===== src/hdl/acd_pkg.sv =====
// Package with constants and types for the analyzer clock distribution block.
//----------------------------------------------------------------------------------------------
// Summary of operation
// RULE_01 - Each of the four capture memory boards gets its own independent board tick.
// RULE_02 - Each board tick comes from the internal time base or an external clock.
// RULE_03 - A duplicate of every board tick feeds the trigger delay counter.
// RULE_04 - The master tick is one board tick, chosen by two select lines.
// RULE_05 - The trigger sequencer searches for triggers on the supplied master tick.
// RULE_06 - The time base offers 1-2-5 sample periods from 10 ns up to 500 ms; the code gives one 100 ns cycle for 10, 20 and 50 ns.
// RULE_07 - A fixed tick with a 10 ns period runs continuously; the code holds it high, one tick per 100 ns core cycle.
// RULE_08 - A fixed tick with a 100 ns period runs continuously for test patterns.
// RULE_09 - At the 10 ns resolution the memory boards run in interleave mode.
// RULE_10 - In interleave mode the gate blocks the board tick and enables both strobes.
// RULE_11 - The two phase strobes run at half rate and are 180 degrees apart.
// RULE_12 - Interleave mode is allowed only with the internal time base as source.
// RULE_13 - Board pairs 0/1 and 2/3 switch interleave independently with own strobes.
// RULE_14 - Interleave for each pair is enabled through a software control register.
// RULE_15 - Two probes each bring two clocks and six qualifiers; bit 0 is a clock.
// RULE_16 - Software reaches all registers over the slow controller bus.
// RULE_17 - Boards talk over a separate fast bus during capture and trigger search.
// RULE_18 - Software should define one master clock for mutually synchronous groups.
// RULE_19 - In synchronous multi-clock capture probe J line zero is the master.
// RULE_20 - Asynchronous capture uses each group's recording clock as its level master.
// RULE_21 - Two master ticks are available for use by different trigger levels.
// RULE_22 - Mixed synchronous and asynchronous triggering at once is not supported.
// RULE_23 - Adjacent external clocks may be OR-combined over two, three or four clocks.
// RULE_24 - Each external clock edge is qualified by its six qualifiers via a RAM.
// RULE_25 - An external clock period above 100 ms sets a readable slow-clock flag.
// RULE_26 - The two select lines form a binary index 0 to 3 of the board.
//----------------------------------------------------------------------------------------------
package acd_pkg;

	//------------------------------------------------------------------------------------------
	// Widths, timing and register map.
	//------------------------------------------------------------------------------------------
	localparam int          NUM_BOARDS      = 4;
	localparam int          NUM_PAIRS       = 2;
	localparam int          NUM_QUALS       = 6;
	localparam int          ADDR_W          = 3;
	localparam int          DATA_W          = 16;
	localparam int          CNT_W           = 24;
	localparam int          CLK_PERIOD_NS   = 100;
	localparam int          TB_BASE_NS      = 10;
	localparam int          TB_STEPS        = 24;
	localparam int          FAST_PERIOD_NS  = 10;
	localparam int          PAT_PERIOD_NS   = 100;
	localparam int          SLOW_LIMIT_MS   = 100;
	localparam int          FAST_CYC        = (FAST_PERIOD_NS / CLK_PERIOD_NS) < 1 ? 1
	                                          : FAST_PERIOD_NS / CLK_PERIOD_NS;
	localparam int          PAT_CYC         = (PAT_PERIOD_NS / CLK_PERIOD_NS) < 1 ? 1
	                                          : PAT_PERIOD_NS / CLK_PERIOD_NS;
	localparam int          SLOW_LIMIT_CYC  = SLOW_LIMIT_MS * 1000000 / CLK_PERIOD_NS;
	localparam logic [2:0]  OFS_SOURCE      = 3'h0;
	localparam logic [2:0]  OFS_EXT_CFG     = 3'h1;
	localparam logic [2:0]  OFS_QRAM_ADDR   = 3'h2;
	localparam logic [2:0]  OFS_QRAM_DATA   = 3'h3;
	localparam logic [2:0]  OFS_STATUS      = 3'h4;
	localparam logic [15:0] RST_SOURCE      = 16'h0000;
	localparam logic [15:0] RST_EXT_CFG     = 16'h0000;
	localparam int          SRC_EXT_POS     = 0;
	localparam int          ILV_EN_POS      = 4;
	localparam int          TB_SEL_POS      = 6;
	localparam int          OR_LINK_POS     = 0;
	localparam int          EDGE_FALL_POS   = 4;

	// Register bus request from the controller.
	typedef struct packed {
		logic [2:0]  addr;
		logic [15:0] wdata;
		logic        we;
		logic        re;
	} acd_bus_req_t;

	// Interleave signals of one board pair.
	typedef struct packed {
		logic gate;
		logic phase_a;
		logic phase_b;
	} acd_ilv_t;

endpackage


===== src/hdl/acd_slow_detect.sv =====
// Slow-clock detector that flags an external clock with too long a period.
`timescale 1ns/1ps
module acd_slow_detect #(
	parameter int LIMIT_CYC = acd_pkg::SLOW_LIMIT_CYC
) (
	// Clock and reset.
	input  wire logic clk_i,
	input  wire logic rst_i,
	// Qualified clock event and flag.
	input  wire logic event_i,
	output logic      slow_o
);
	import acd_pkg::*;

	logic [CNT_W-1:0] gap_r;

	// Count cycles since the last event; saturate so the flag holds with no clock present.
	always_ff @(posedge clk_i or posedge rst_i) begin
		if (rst_i) begin
			gap_r <= '0;
		end else if (event_i) begin
			gap_r <= '0;
		end else if (gap_r <= CNT_W'(LIMIT_CYC)) begin
			gap_r <= gap_r + 1'b1;
		end
	end

	// The flag is set once the gap reaches the limit and falls with the next event.
	always_ff @(posedge clk_i or posedge rst_i) begin
		if (rst_i) begin
			slow_o <= 1'b0;
		end else begin
			slow_o <= !event_i && (gap_r >= CNT_W'(LIMIT_CYC)); // see RULE_25
		end
	end

	slow_after_limit_a: assert property (@(posedge clk_i) disable iff (rst_i) // see RULE_25
		(!event_i && gap_r >= CNT_W'(LIMIT_CYC)) |=> slow_o)
		else $error("slow flag not set after limit");

endmodule


===== src/hdl/acd_top.sv =====
// Clock distribution core: time base, external clock qualification, board and master ticks.
`timescale 1ns/1ps
module acd_top #(
	parameter int SLOW_LIMIT = acd_pkg::SLOW_LIMIT_CYC,
	parameter int TB_CAP     = 5000000
) (
	// Clock and reset.
	input  wire logic                 CLK_I,
	input  wire logic                 RST_I,
	// Controller register port.
	input  wire acd_pkg::acd_bus_req_t REG_REQ_I,
	output logic [15:0]                REG_RDATA_O,
	// Clock probes, bits 0 and 1 are clocks, bits 2 to 7 qualifiers.
	input  wire logic [7:0]           PROBE_J_I,
	input  wire logic [7:0]           PROBE_K_I,
	// Master select pairs from the trigger level engine.
	input  wire logic [1:0]           MASTER_TICK_SELECT_A_I,
	input  wire logic [1:0]           MASTER_TICK_SELECT_B_I,
	// Ticks to capture memory boards and trigger level engine.
	output logic [3:0]                BOARD_TICK_O,
	output logic [3:0]                DELAY_COUNTER_TICK_O,
	output logic                      TRIGGER_MASTER_TICK_A_O,
	output logic                      TRIGGER_MASTER_TICK_B_O,
	output logic                      FIXED_FAST_TICK_O,
	output logic                      FIXED_PATTERN_TICK_O,
	// Interleave signals for pairs 0/1 and 2/3.
	output acd_pkg::acd_ilv_t         INTERLEAVE_PAIR0_O,
	output acd_pkg::acd_ilv_t         INTERLEAVE_PAIR1_O
);
	import acd_pkg::*;

	//------------------------------------------------------------------------------------------
	// Helper functions.
	//------------------------------------------------------------------------------------------

	// Cycles per time base period: 10 ns times 1, 2 or 5 times a power of ten.
	function automatic logic [CNT_W-1:0] tb_cycles(input logic [4:0] sel);
		int ns;
		int m;
		ns = TB_BASE_NS;
		m  = int'(sel) % 3;
		for (int d = 0; d < TB_STEPS / 3; d++) begin
			if (d < int'(sel) / 3) begin
				ns = ns * 10;
			end
		end
		ns = (m == 0) ? ns : (m == 1) ? ns * 2 : ns * 5;
		ns = ns / CLK_PERIOD_NS;
		if (ns < 1) begin
			ns = 1;
		end
		if (ns > TB_CAP) begin
			ns = TB_CAP;
		end
		return CNT_W'(ns);
	endfunction

	// Spread each qualified event over its run of OR-linked adjacent clocks.
	function automatic logic [3:0] or_combine(input logic [3:0] ev, input logic [2:0] link);
		logic [3:0] fwd;
		logic [3:0] bwd;
		fwd    = ev;
		bwd    = ev;
		for (int i = 1; i < NUM_BOARDS; i++) begin
			fwd[i] = ev[i] | (link[i-1] & fwd[i-1]);
		end
		for (int i = NUM_BOARDS - 2; i >= 0; i--) begin
			bwd[i] = ev[i] | (link[i] & bwd[i+1]);
		end
		return fwd | bwd;
	endfunction

	//------------------------------------------------------------------------------------------
	// Registers and state.
	//------------------------------------------------------------------------------------------
	logic [15:0]      source_r;
	logic [15:0]      ext_cfg_r;
	logic [7:0]       qram_addr_r;
	logic [255:0]     qram_r;
	logic [15:0]      rdata_nxt;
	logic [15:0]      status;
	logic [7:0]       pj_meta_r;
	logic [7:0]       pj_sync_r;
	logic [7:0]       pk_meta_r;
	logic [7:0]       pk_sync_r;
	logic [3:0]       clk_prev_r;
	logic [3:0]       ext_lvl;
	logic [3:0]       qual_ev;
	logic [3:0]       ext_ev;
	logic [3:0]       slow;
	logic [CNT_W-1:0] tb_cnt_r;
	logic             tb_tick;
	logic [1:0]       phase_r;
	logic [1:0]       ilv_act;
	logic [3:0]       board_nxt;
	logic [3:0]       ext_sel;
	acd_ilv_t         ilv_nxt [2];
	logic [1:0]       sel_a_r;

	assign ext_sel = source_r[SRC_EXT_POS +: 4];

	//------------------------------------------------------------------------------------------
	// Register port.
	//------------------------------------------------------------------------------------------

	// Control registers written by software.
	always_ff @(posedge CLK_I or posedge RST_I) begin
		if (RST_I) begin
			source_r  <= RST_SOURCE;
			ext_cfg_r <= RST_EXT_CFG;
		end else if (REG_REQ_I.we) begin
			if (REG_REQ_I.addr == OFS_SOURCE) begin
				source_r <= REG_REQ_I.wdata; // see RULE_02, see RULE_14
			end
			if (REG_REQ_I.addr == OFS_EXT_CFG) begin
				ext_cfg_r <= REG_REQ_I.wdata; // see RULE_23
			end
		end
	end

	// Qualifier RAM: one bit per clock and qualifier pattern, addressed indirectly.
	always_ff @(posedge CLK_I or posedge RST_I) begin
		if (RST_I) begin
			qram_addr_r <= 8'h00;
			qram_r      <= '0;
		end else if (REG_REQ_I.we) begin
			if (REG_REQ_I.addr == OFS_QRAM_ADDR) begin
				qram_addr_r <= REG_REQ_I.wdata[7:0];
			end
			if (REG_REQ_I.addr == OFS_QRAM_DATA) begin
				qram_r[qram_addr_r] <= REG_REQ_I.wdata[0]; // see RULE_24
			end
		end
	end

	// Status shows slow flags, active interleave pairs and external sources.
	assign status = {6'h00, ext_sel, ilv_act, slow};

	// Read decode; unmapped addresses read zero, data stand only in the following cycle.
	always_comb begin
		rdata_nxt = 16'h0000;
		if (REG_REQ_I.re) begin
			case (REG_REQ_I.addr)
				OFS_SOURCE:    rdata_nxt = source_r;
				OFS_EXT_CFG:   rdata_nxt = ext_cfg_r;
				OFS_QRAM_ADDR: rdata_nxt = {8'h00, qram_addr_r};
				OFS_QRAM_DATA: rdata_nxt = {15'h0000, qram_r[qram_addr_r]};
				OFS_STATUS:    rdata_nxt = status;
				default:       rdata_nxt = 16'h0000;
			endcase
		end
	end

	// Read data register.
	always_ff @(posedge CLK_I or posedge RST_I) begin
		if (RST_I) begin
			REG_RDATA_O <= 16'h0000;
		end else begin
			REG_RDATA_O <= rdata_nxt; // see RULE_16
		end
	end

	//------------------------------------------------------------------------------------------
	// External clock probes.
	//------------------------------------------------------------------------------------------

	// Two-stage synchronisers; probe pins are asynchronous to the core clock.
	always_ff @(posedge CLK_I or posedge RST_I) begin
		if (RST_I) begin
			pj_meta_r <= 8'h00;
			pj_sync_r <= 8'h00;
			pk_meta_r <= 8'h00;
			pk_sync_r <= 8'h00;
		end else begin
			pj_meta_r <= PROBE_J_I;
			pj_sync_r <= pj_meta_r;
			pk_meta_r <= PROBE_K_I;
			pk_sync_r <= pk_meta_r;
		end
	end

	// External clocks in board order: J line zero, J line one, K line zero, K line one.
	assign ext_lvl = {pk_sync_r[1], pk_sync_r[0], pj_sync_r[1], pj_sync_r[0]}; // see RULE_15

	// Previous level for edge detection.
	always_ff @(posedge CLK_I or posedge RST_I) begin
		if (RST_I) begin
			clk_prev_r <= 4'h0;
		end else begin
			clk_prev_r <= ext_lvl;
		end
	end

	// Chosen edge of each clock, passed only if its qualifier pattern is enabled in the RAM.
	always_comb begin
		logic [5:0] q;
		logic       edge_seen;
		q         = 6'h00;
		edge_seen = 1'b0;
		for (int c = 0; c < NUM_BOARDS; c++) begin
			q = (c < 2) ? pj_sync_r[7:2] : pk_sync_r[7:2];
			edge_seen = ext_cfg_r[EDGE_FALL_POS + c] ? (clk_prev_r[c] & ~ext_lvl[c])
			                                          : (~clk_prev_r[c] & ext_lvl[c]);
			qual_ev[c] = edge_seen & qram_r[{2'(c), q}]; // see RULE_24
		end
	end

	assign ext_ev = or_combine(qual_ev, ext_cfg_r[OR_LINK_POS +: 3]); // see RULE_23

	// One slow-clock detector per external clock.
	for (genvar c = 0; c < NUM_BOARDS; c++) begin : g_slow
		acd_slow_detect #(
			.LIMIT_CYC(SLOW_LIMIT)
		) u_slow (
			.clk_i   (CLK_I),
			.rst_i   (RST_I),
			.event_i (ext_ev[c]),
			.slow_o  (slow[c])
		);
	end

	//------------------------------------------------------------------------------------------
	// Internal time base and fixed ticks.
	//------------------------------------------------------------------------------------------

	// Divider for the selected 1-2-5 period; one tick per period.
	always_ff @(posedge CLK_I or posedge RST_I) begin
		if (RST_I) begin
			tb_cnt_r <= '0;
		end else if (tb_tick) begin
			tb_cnt_r <= '0;
		end else begin
			tb_cnt_r <= tb_cnt_r + 1'b1; // see RULE_06
		end
	end

	assign tb_tick = (tb_cnt_r + 1'b1) >= tb_cycles(source_r[TB_SEL_POS +: 5]);

	// Fixed ticks; at this core rate both periods collapse to one cycle, so they stay high.
	always_ff @(posedge CLK_I or posedge RST_I) begin
		if (RST_I) begin
			FIXED_FAST_TICK_O    <= 1'b0;
			FIXED_PATTERN_TICK_O <= 1'b0;
		end else begin
			FIXED_FAST_TICK_O    <= (FAST_CYC == 1); // see RULE_07
			FIXED_PATTERN_TICK_O <= (PAT_CYC == 1);  // see RULE_08
		end
	end

	//------------------------------------------------------------------------------------------
	// Interleave and board ticks.
	//------------------------------------------------------------------------------------------

	// A pair interleaves only if enabled and both boards use the internal time base.
	always_comb begin
		for (int p = 0; p < NUM_PAIRS; p++) begin
			ilv_act[p] = source_r[ILV_EN_POS + p] && (ext_sel[2*p +: 2] == 2'b00); // see RULE_12, see RULE_13
		end
	end

	// Phase toggles per time base tick so each strobe gets every second tick.
	always_ff @(posedge CLK_I or posedge RST_I) begin
		if (RST_I) begin
			phase_r <= 2'b00;
		end else begin
			for (int p = 0; p < NUM_PAIRS; p++) begin
				phase_r[p] <= !ilv_act[p] ? 1'b0 : (phase_r[p] ^ tb_tick); // see RULE_11
			end
		end
	end

	// Board tick source choice and interleave gating.
	always_comb begin
		for (int b = 0; b < NUM_BOARDS; b++) begin
			board_nxt[b] = ext_sel[b] ? ext_ev[b] : tb_tick; // see RULE_01, see RULE_02
			if (ilv_act[b/2]) begin
				board_nxt[b] = 1'b0; // see RULE_10
			end
		end
		for (int p = 0; p < NUM_PAIRS; p++) begin
			ilv_nxt[p].gate    = ilv_act[p];
			ilv_nxt[p].phase_a = ilv_act[p] & tb_tick & ~phase_r[p]; // see RULE_09, see RULE_11
			ilv_nxt[p].phase_b = ilv_act[p] & tb_tick & phase_r[p];
		end
	end

	// Board ticks and their copies for the trigger delay counter.
	always_ff @(posedge CLK_I or posedge RST_I) begin
		if (RST_I) begin
			BOARD_TICK_O         <= 4'h0;
			DELAY_COUNTER_TICK_O <= 4'h0;
		end else begin
			BOARD_TICK_O         <= board_nxt; // see RULE_01, see RULE_17
			DELAY_COUNTER_TICK_O <= board_nxt; // see RULE_03
		end
	end

	// Interleave outputs per pair.
	always_ff @(posedge CLK_I or posedge RST_I) begin
		if (RST_I) begin
			INTERLEAVE_PAIR0_O <= '0;
			INTERLEAVE_PAIR1_O <= '0;
		end else begin
			INTERLEAVE_PAIR0_O <= ilv_nxt[0];
			INTERLEAVE_PAIR1_O <= ilv_nxt[1];
		end
	end

	//------------------------------------------------------------------------------------------
	// Master ticks.
	//------------------------------------------------------------------------------------------

	// Two masters so trigger levels may run on two clock domains; the selects come
	// from same-clock logic and need no synchroniser. Mixed sync/async triggering
	// is left to software, which must not ask for it.
	always_ff @(posedge CLK_I or posedge RST_I) begin
		if (RST_I) begin
			TRIGGER_MASTER_TICK_A_O <= 1'b0;
			TRIGGER_MASTER_TICK_B_O <= 1'b0;
			sel_a_r                 <= 2'b00;
		end else begin
			TRIGGER_MASTER_TICK_A_O <= board_nxt[MASTER_TICK_SELECT_A_I]; // see RULE_04, see RULE_26
			TRIGGER_MASTER_TICK_B_O <= board_nxt[MASTER_TICK_SELECT_B_I]; // see RULE_21, see RULE_22
			sel_a_r                 <= MASTER_TICK_SELECT_A_I;
		end
	end

	//------------------------------------------------------------------------------------------
	// Assertions.
	//------------------------------------------------------------------------------------------
	master_follows_sel_a: assert property (@(posedge CLK_I) disable iff (RST_I) // see RULE_26
		TRIGGER_MASTER_TICK_A_O == BOARD_TICK_O[sel_a_r])
		else $error("master tick does not match selected board");

	delay_copy_a: assert property (@(posedge CLK_I) disable iff (RST_I) // see RULE_03
		DELAY_COUNTER_TICK_O == BOARD_TICK_O)
		else $error("delay counter tick differs from board tick");

	ilv_blocks_board_a: assert property (@(posedge CLK_I) disable iff (RST_I) // see RULE_10
		INTERLEAVE_PAIR0_O.gate |-> BOARD_TICK_O[1:0] == 2'b00)
		else $error("board tick passes while interleave gate is high");

	ilv_internal_only_a: assert property (@(posedge CLK_I) disable iff (RST_I) // see RULE_12
		ext_sel[3:2] != 2'b00 |=> !INTERLEAVE_PAIR1_O.gate)
		else $error("interleave active with external source");

	phase_alternate_a: assert property (@(posedge CLK_I) disable iff (RST_I) // see RULE_11
		(INTERLEAVE_PAIR0_O.phase_a && $stable(source_r)) |-> !INTERLEAVE_PAIR0_O.phase_b)
		else $error("phase strobes overlap");

	phase_half_rate_a: assert property (@(posedge CLK_I) disable iff (RST_I) // see RULE_11
		(ilv_act[0] && tb_tick && !phase_r[0]) |=> phase_r[0])
		else $error("phase does not toggle on tick");

	source_select_a: assert property (@(posedge CLK_I) disable iff (RST_I) // see RULE_02
		(ext_sel[0] && !ilv_act[0]) |=> BOARD_TICK_O[0] == $past(ext_ev[0]))
		else $error("external board tick not passed");

	fast_tick_run_a: assert property (@(posedge CLK_I) disable iff (RST_I) // see RULE_07
		!$past(RST_I) |-> FIXED_FAST_TICK_O && FIXED_PATTERN_TICK_O)
		else $error("fixed fast tick stopped");

	unmapped_zero_a: assert property (@(posedge CLK_I) disable iff (RST_I) // see RULE_16
		(REG_REQ_I.re && REG_REQ_I.addr > OFS_STATUS) |=> REG_RDATA_O == 16'h0000)
		else $error("unmapped read not zero");

	cov_interleave_c: cover property (@(posedge CLK_I) disable iff (RST_I)
		INTERLEAVE_PAIR0_O.phase_a ##[1:20] INTERLEAVE_PAIR0_O.phase_b);
	cov_external_c: cover property (@(posedge CLK_I) disable iff (RST_I)
		ext_sel[2] && BOARD_TICK_O[2]);
	cov_or_link_c: cover property (@(posedge CLK_I) disable iff (RST_I)
		ext_ev[3] && !qual_ev[3]);

endmodule


===== config.mk =====
export PLATFORM = sky130hd
export DESIGN_NAME = acd_top
export DESIGN_NICKNAME = d
export VERILOG_FILES = /design/src/hdl/acd_pkg.sv /design/src/hdl/acd_slow_detect.sv /design/src/hdl/acd_top.sv
export SDC_FILE = /design/constraint.sdc
export NUM_CORES = 1
export LEC_CHECK = 0
export BUFFER_PORTS_ARGS = -buffer_cell sky130_fd_sc_hd__buf_2
export CORE_MARGIN = 1
export CORE_UTILIZATION = 30
export DETAILED_ROUTE_END_ITERATION = 10
export PLACE_DENSITY = 0.57
export SYNTH_ARGS = -nofsm -noshare
export SYNTH_HDL_FRONTEND = slang
export SYNTH_SLANG_ARGS = --single-unit

===== constraint.sdc =====
create_clock -name CLK_I -period 32.8 [get_ports CLK_I]
set_input_delay 3.28 -clock CLK_I [delete_from_list [all_inputs] [get_ports CLK_I]]
set_output_delay 3.28 -clock CLK_I [all_outputs]
set_load 0.1 [all_outputs]

==> flow_results.org <==
** Logic synthesis
- Summing the areas of all and, or, nand and nor instances in the mapped netlist gives 17.7% of the synthesized area.
- Number of warnings printed during yosys synthesis :: 0
- Main combinational cell family by area after synthesis :: multiplexers
- Post-synth net total :: 4,668
- Synthesis handed over a netlist of 4,359 instances.
- The synthesized design contains 0 enable-type register cells.
- Summing the areas of all compound-gate instances in the mapped netlist gives 16.5% of the synthesized area.
- Proportion of synthesized chip area in sequential cells :: 29.7%
- For this run, asynchronously set or reset flops after synthesis account for 100%.
- Post-synth cell types :: 130
- Post-synthesis instance area :: 41,000 um^2
- The synthesized netlist devotes 5.27% of its cell area to XOR and XNOR gates.
- In this run, synthesis produced a sequential element count of 487.
- For this run, the leading register cell type out of synthesis is dfrtp_1.
- After synthesis, the mean cell area works out to 9.41 um^2.
- After Yosys synthesis, full adders, half adders and majority gates account for 8.42% of the synthesized area.
- In the synthesized netlist, mux cells make up 19.2% of the area.

** Timing
- Setup skew after layout :: 40.5 ps
- Setup violations remaining at the end of the flow were counted as 36.
- The worst pin sits at a relative slew slack of 7.58%.
- Pin slew with the least headroom to its limit :: 1380 ps
- Static timing analysis puts the maximum clock frequency at 29.8 MHz.
- RSZ-0062 raised after global routing :: true
- Minimum hold slack :: 348 ps
- Number of hold-slack violations in the final timing report :: 0
- In the finished design, the share of the clock period the worst path needs comes to 102%.
- In the post-route analysis, the smallest setup slack over all paths is -798 ps.
- The final count of pins violating max slew came to 0.
- The worst path in the final design needs a cycle of 33,600 ps, including I/O delays and setup.

** Place
- At the end of routability-driven placement, the weighted congestion stood at 0.919.
- Sum of net half-perimeters after detailed placement :: 93.7 mm
- Summing all placed instances gives a cell area of 49,700 um^2.
- Port buffering added 76 buffers.

** Clocking
- Buffer type at the clock tree root :: clkbuf_16
- Maximum level of the CTS H-tree :: 2
- Counting along the longest clock path gives a buffer depth of 3.
- Buffers inserted to repair hold after CTS numbered 0.
- Clock-pin slew was measured on the worst setup and hold paths at 60 ps.
- The later pin in the worst-skew pair is clocked with a latency of 600 ps.
- Count of clock tree sinks :: 487
- TritonCTS built the clock tree.
- Clock tree synthesis inserted a total of 48 buffers.

** Floorplan
- Die Ht :: 372 um
- Number of placed I/O pins :: 77
- Core ar. :: 136,000 um^2
- Once the floorplan was initialized, standard cells occupied 30.3% of the core.
- DIE AREA :: 138,000 um^2
- Number of rows created at floorplan :: 135
- Die X :: 372 um

** Worst setup path
- For the worst setup path, the data arrival time is 34,050 ps.
- Tracing the worst setup path back leads to its startpoint at source_r[9]$_DFFE_PP0P_.
- CP max-delay cell :: or4_4
- Along the worst path, the maximum fanout reaches 6.
- The worst register-to-register path ends at TRIGGER_MASTER_TICK_B_O$_DFF_PP0_.
- STA puts the critical path data required time at 33,250 ps.
- Counting cells, the worst reg-to-reg path comes to 180.
- Crit path capture type :: flop
- FF-to-FF setup slack :: -800 ps
- Startpoint kind of the worst setup timing path :: flop
- Startpoint-to-endpoint class of the critical path :: flop to flop
- Worst flop-to-flop path startpoint :: source_r[9]$_DFFE_PP0P_
- Among the stages of the critical path, the cell type that occurs most often is buf_4.
- Worst stage delay on the critical path :: 520 ps

** Drt
- Routed Wire Length :: 131 mm
- Iter 0 DRT Violations :: 2,525
- Count of TritonRoute iterations in the first routing pass :: 6
- In the final routed layout, each cell accounts on average for 18.7 um.
- In the routed layout, each cell is associated on average with a via count of 5.35.
- Antenna viol nets, final :: 0
- Residual DRC count :: 0
- Vias after detailed routing :: 37,500

** Hold path
- Tightest Hold Check Type :: flop to flop
- The worst hold path was traced through 0 stages.
- Destination of the worst hold path :: pk_sync_r[5]$_DFF_PP0_
- The startpoint identified for the worst hold timing path is pk_meta_r[5]$_DFF_PP0_.

** Cells and area
- In the layout the commonest cells are 892 x buf_4, 483 x dfrtp_1, 454 x nand2_1.
- Layout filler cell count :: 13,300
- Cells with a size suffix above 1 make up 39.5% of the layout.
- Compared with the post-synthesis result, the final layout area differs by 32.9%.
- The finished cells cover 54,500 um^2.
- Most common cell after layout, fill and taps aside :: buf_4
- Number of nets at the end of the flow :: 5,496

** Global route
- GR Overflow Total :: 0
- Entering global routing, the biggest net connects 151 pins.
- The number of global-route vias before repair was 36,800.
- Overall global routing resource usage :: 18.1%
- The initial antenna violation count is 7.
- Wire length of the first global-routing pass :: 204 mm

** Outcome
- Violations in the final reports :: setup timing
- Run status :: complete, but fails checks

** Job
- Count of max-cap constraint violations :: 0
[area by class of cell]
type	instances	area (um^2)	share of cell area (%)
Timing Repair Buffer	995	7430	13.6
Tap cell	1781	2230	4.09
Clock buffer	63	1350	2.47
Antenna cell	2	5.00	0.00918
Inverter	109	417	0.764
Clock inverter	23	398	0.729
Sequential cell	487	12200	22.4
Multi-Input combinational cell	3546	30500	56.0
[cell families after synthesis]
kind of cell,count (synthesis)
AND/OR/NAND/NOR,1521
AO/OA/AOI/OAI,971
multiplexers,535
flip-flops,487
buffers and inverters,327
adder cells (fa/ha/maj),274
XOR/XNOR,243
other,1
[registers in the layout, indices dropped and copies added (netlist names)]
| name | flops |
|---|---|
| DELAY_COUNTER_TICK_O | 4 |
| FIXED_PATTERN_TICK_O | 1 |
| INTERLEAVE_PAIR0_O | 3 |
| INTERLEAVE_PAIR1_O | 3 |
| REG_RDATA_O | 16 |
| TRIGGER_MASTER_TICK_A_O | 1 |
| TRIGGER_MASTER_TICK_B_O | 1 |
| clk_prev_r | 4 |
| ext_cfg_r | 16 |
| g_slow.u_slow.gap_r | 96 |
| g_slow.u_slow.slow_o | 4 |
| phase_r | 2 |
| pj_meta_r | 8 |
| pj_sync_r | 8 |
| pk_meta_r | 8 |
| pk_sync_r | 8 |
| qram_addr_r | 8 |
| qram_r | 256 |
| source_r | 16 |
| tb_cnt_r | 24 |
[worst max-delay path, delay by kind of cell (launching register included)]
family                     cells  cell delay [ps]
DFF                            1              400
xor gates and xnor gates       6              880
and+or+nand+nor               51             7890
AOI/OAI and AO/OA             75            14410
adders and majority gates     20             5030
muxes                          4             1260
buffers and inverters         24             3580
[routing by layer]
metal / GRT usage [%] / wire [um] / up-vias
met5: 0 / 41 / -
met4: 4.21 / 2740 / 6
met3: 1.51 / 5420 / 173
met2: 29.6 / 61100 / 872
met1: 26.0 / 61400 / 18600
li1: - / - / 17800
[per-stage QoR]
stage	instances	setup TNS, ps	worst slack [ps]	utilization, %
after floorplan	4359	0	3.62	-
after CTS	6904	-26910	-1130	38.1
after detailed placement	6807	-46840	-1690	36.6
final	7006	-14640	-798	40.2
after global placement	6807	-36340	-1380	36.6
after global routing	7006	-74090	-2440	40.2
[cell usage after synthesis (14+ instances only)]
| master | count | area [um^2] |
|---|---|---|
| a2111oi_0 | 14 | 123 |
| a211oi_1 | 52 | 390 |
| a21o_1 | 51 | 383 |
| a21oi_1 | 239 | 1200 |
| a31oi_1 | 34 | 213 |
| and2_1 | 45 | 282 |
| and3_1 | 58 | 363 |
| buf_1 | 39 | 146 |
| buf_2 | 16 | 80.1 |
| clkbuf_1 | 145 | 544 |
| dfrtp_1 | 487 | 12200 |
| ha_1 | 260 | 3250 |
| inv_1 | 107 | 402 |
| mux2_2 | 314 | 3540 |
| mux2i_1 | 51 | 510 |
| mux4_2 | 169 | 3810 |
| nand2_1 | 461 | 1730 |
| nand2b_1 | 46 | 288 |
| nand3_1 | 113 | 566 |
| nand4_1 | 31 | 194 |
| nor2_1 | 422 | 1580 |
| nor2b_1 | 63 | 394 |
| nor3_1 | 92 | 460 |
| nor4_1 | 35 | 219 |
| o211ai_1 | 33 | 248 |
| o21a_1 | 45 | 338 |
| o21ai_0 | 164 | 821 |
| o21ai_1 | 25 | 125 |
| o21bai_1 | 23 | 173 |
| o22ai_1 | 23 | 144 |
| o31ai_1 | 26 | 195 |
| or2_2 | 18 | 113 |
| or3_1 | 45 | 282 |
| xnor2_1 | 155 | 1360 |
| xor2_1 | 85 | 744 |
[worst max path at each step]
stage | endpoint | depth (start not counted)
global route | TRIGGER_MASTER_TICK_B_O$_DFF_PP0_ | 187
detailed placement | TRIGGER_MASTER_TICK_A_O$_DFF_PP0_ | 176
global placement | TRIGGER_MASTER_TICK_B_O$_DFF_PP0_ | 179
CTS | TRIGGER_MASTER_TICK_B_O$_DFF_PP0_ | 173
finish | TRIGGER_MASTER_TICK_B_O$_DFF_PP0_ | 180
floorplan | TRIGGER_MASTER_TICK_A_O$_DFF_PP0_ | 178
[what timing repair did]
item,CTS,global route
gates resized for setup,27,390
setup buffers,10,99
pin swaps,14,205
gates cloned,1,1
setup endpoints to repair,36,36
Power is left out: the tool's default activity adds up to more than one toggle a clock period on the data nets, which glitch-free logic cannot reach.
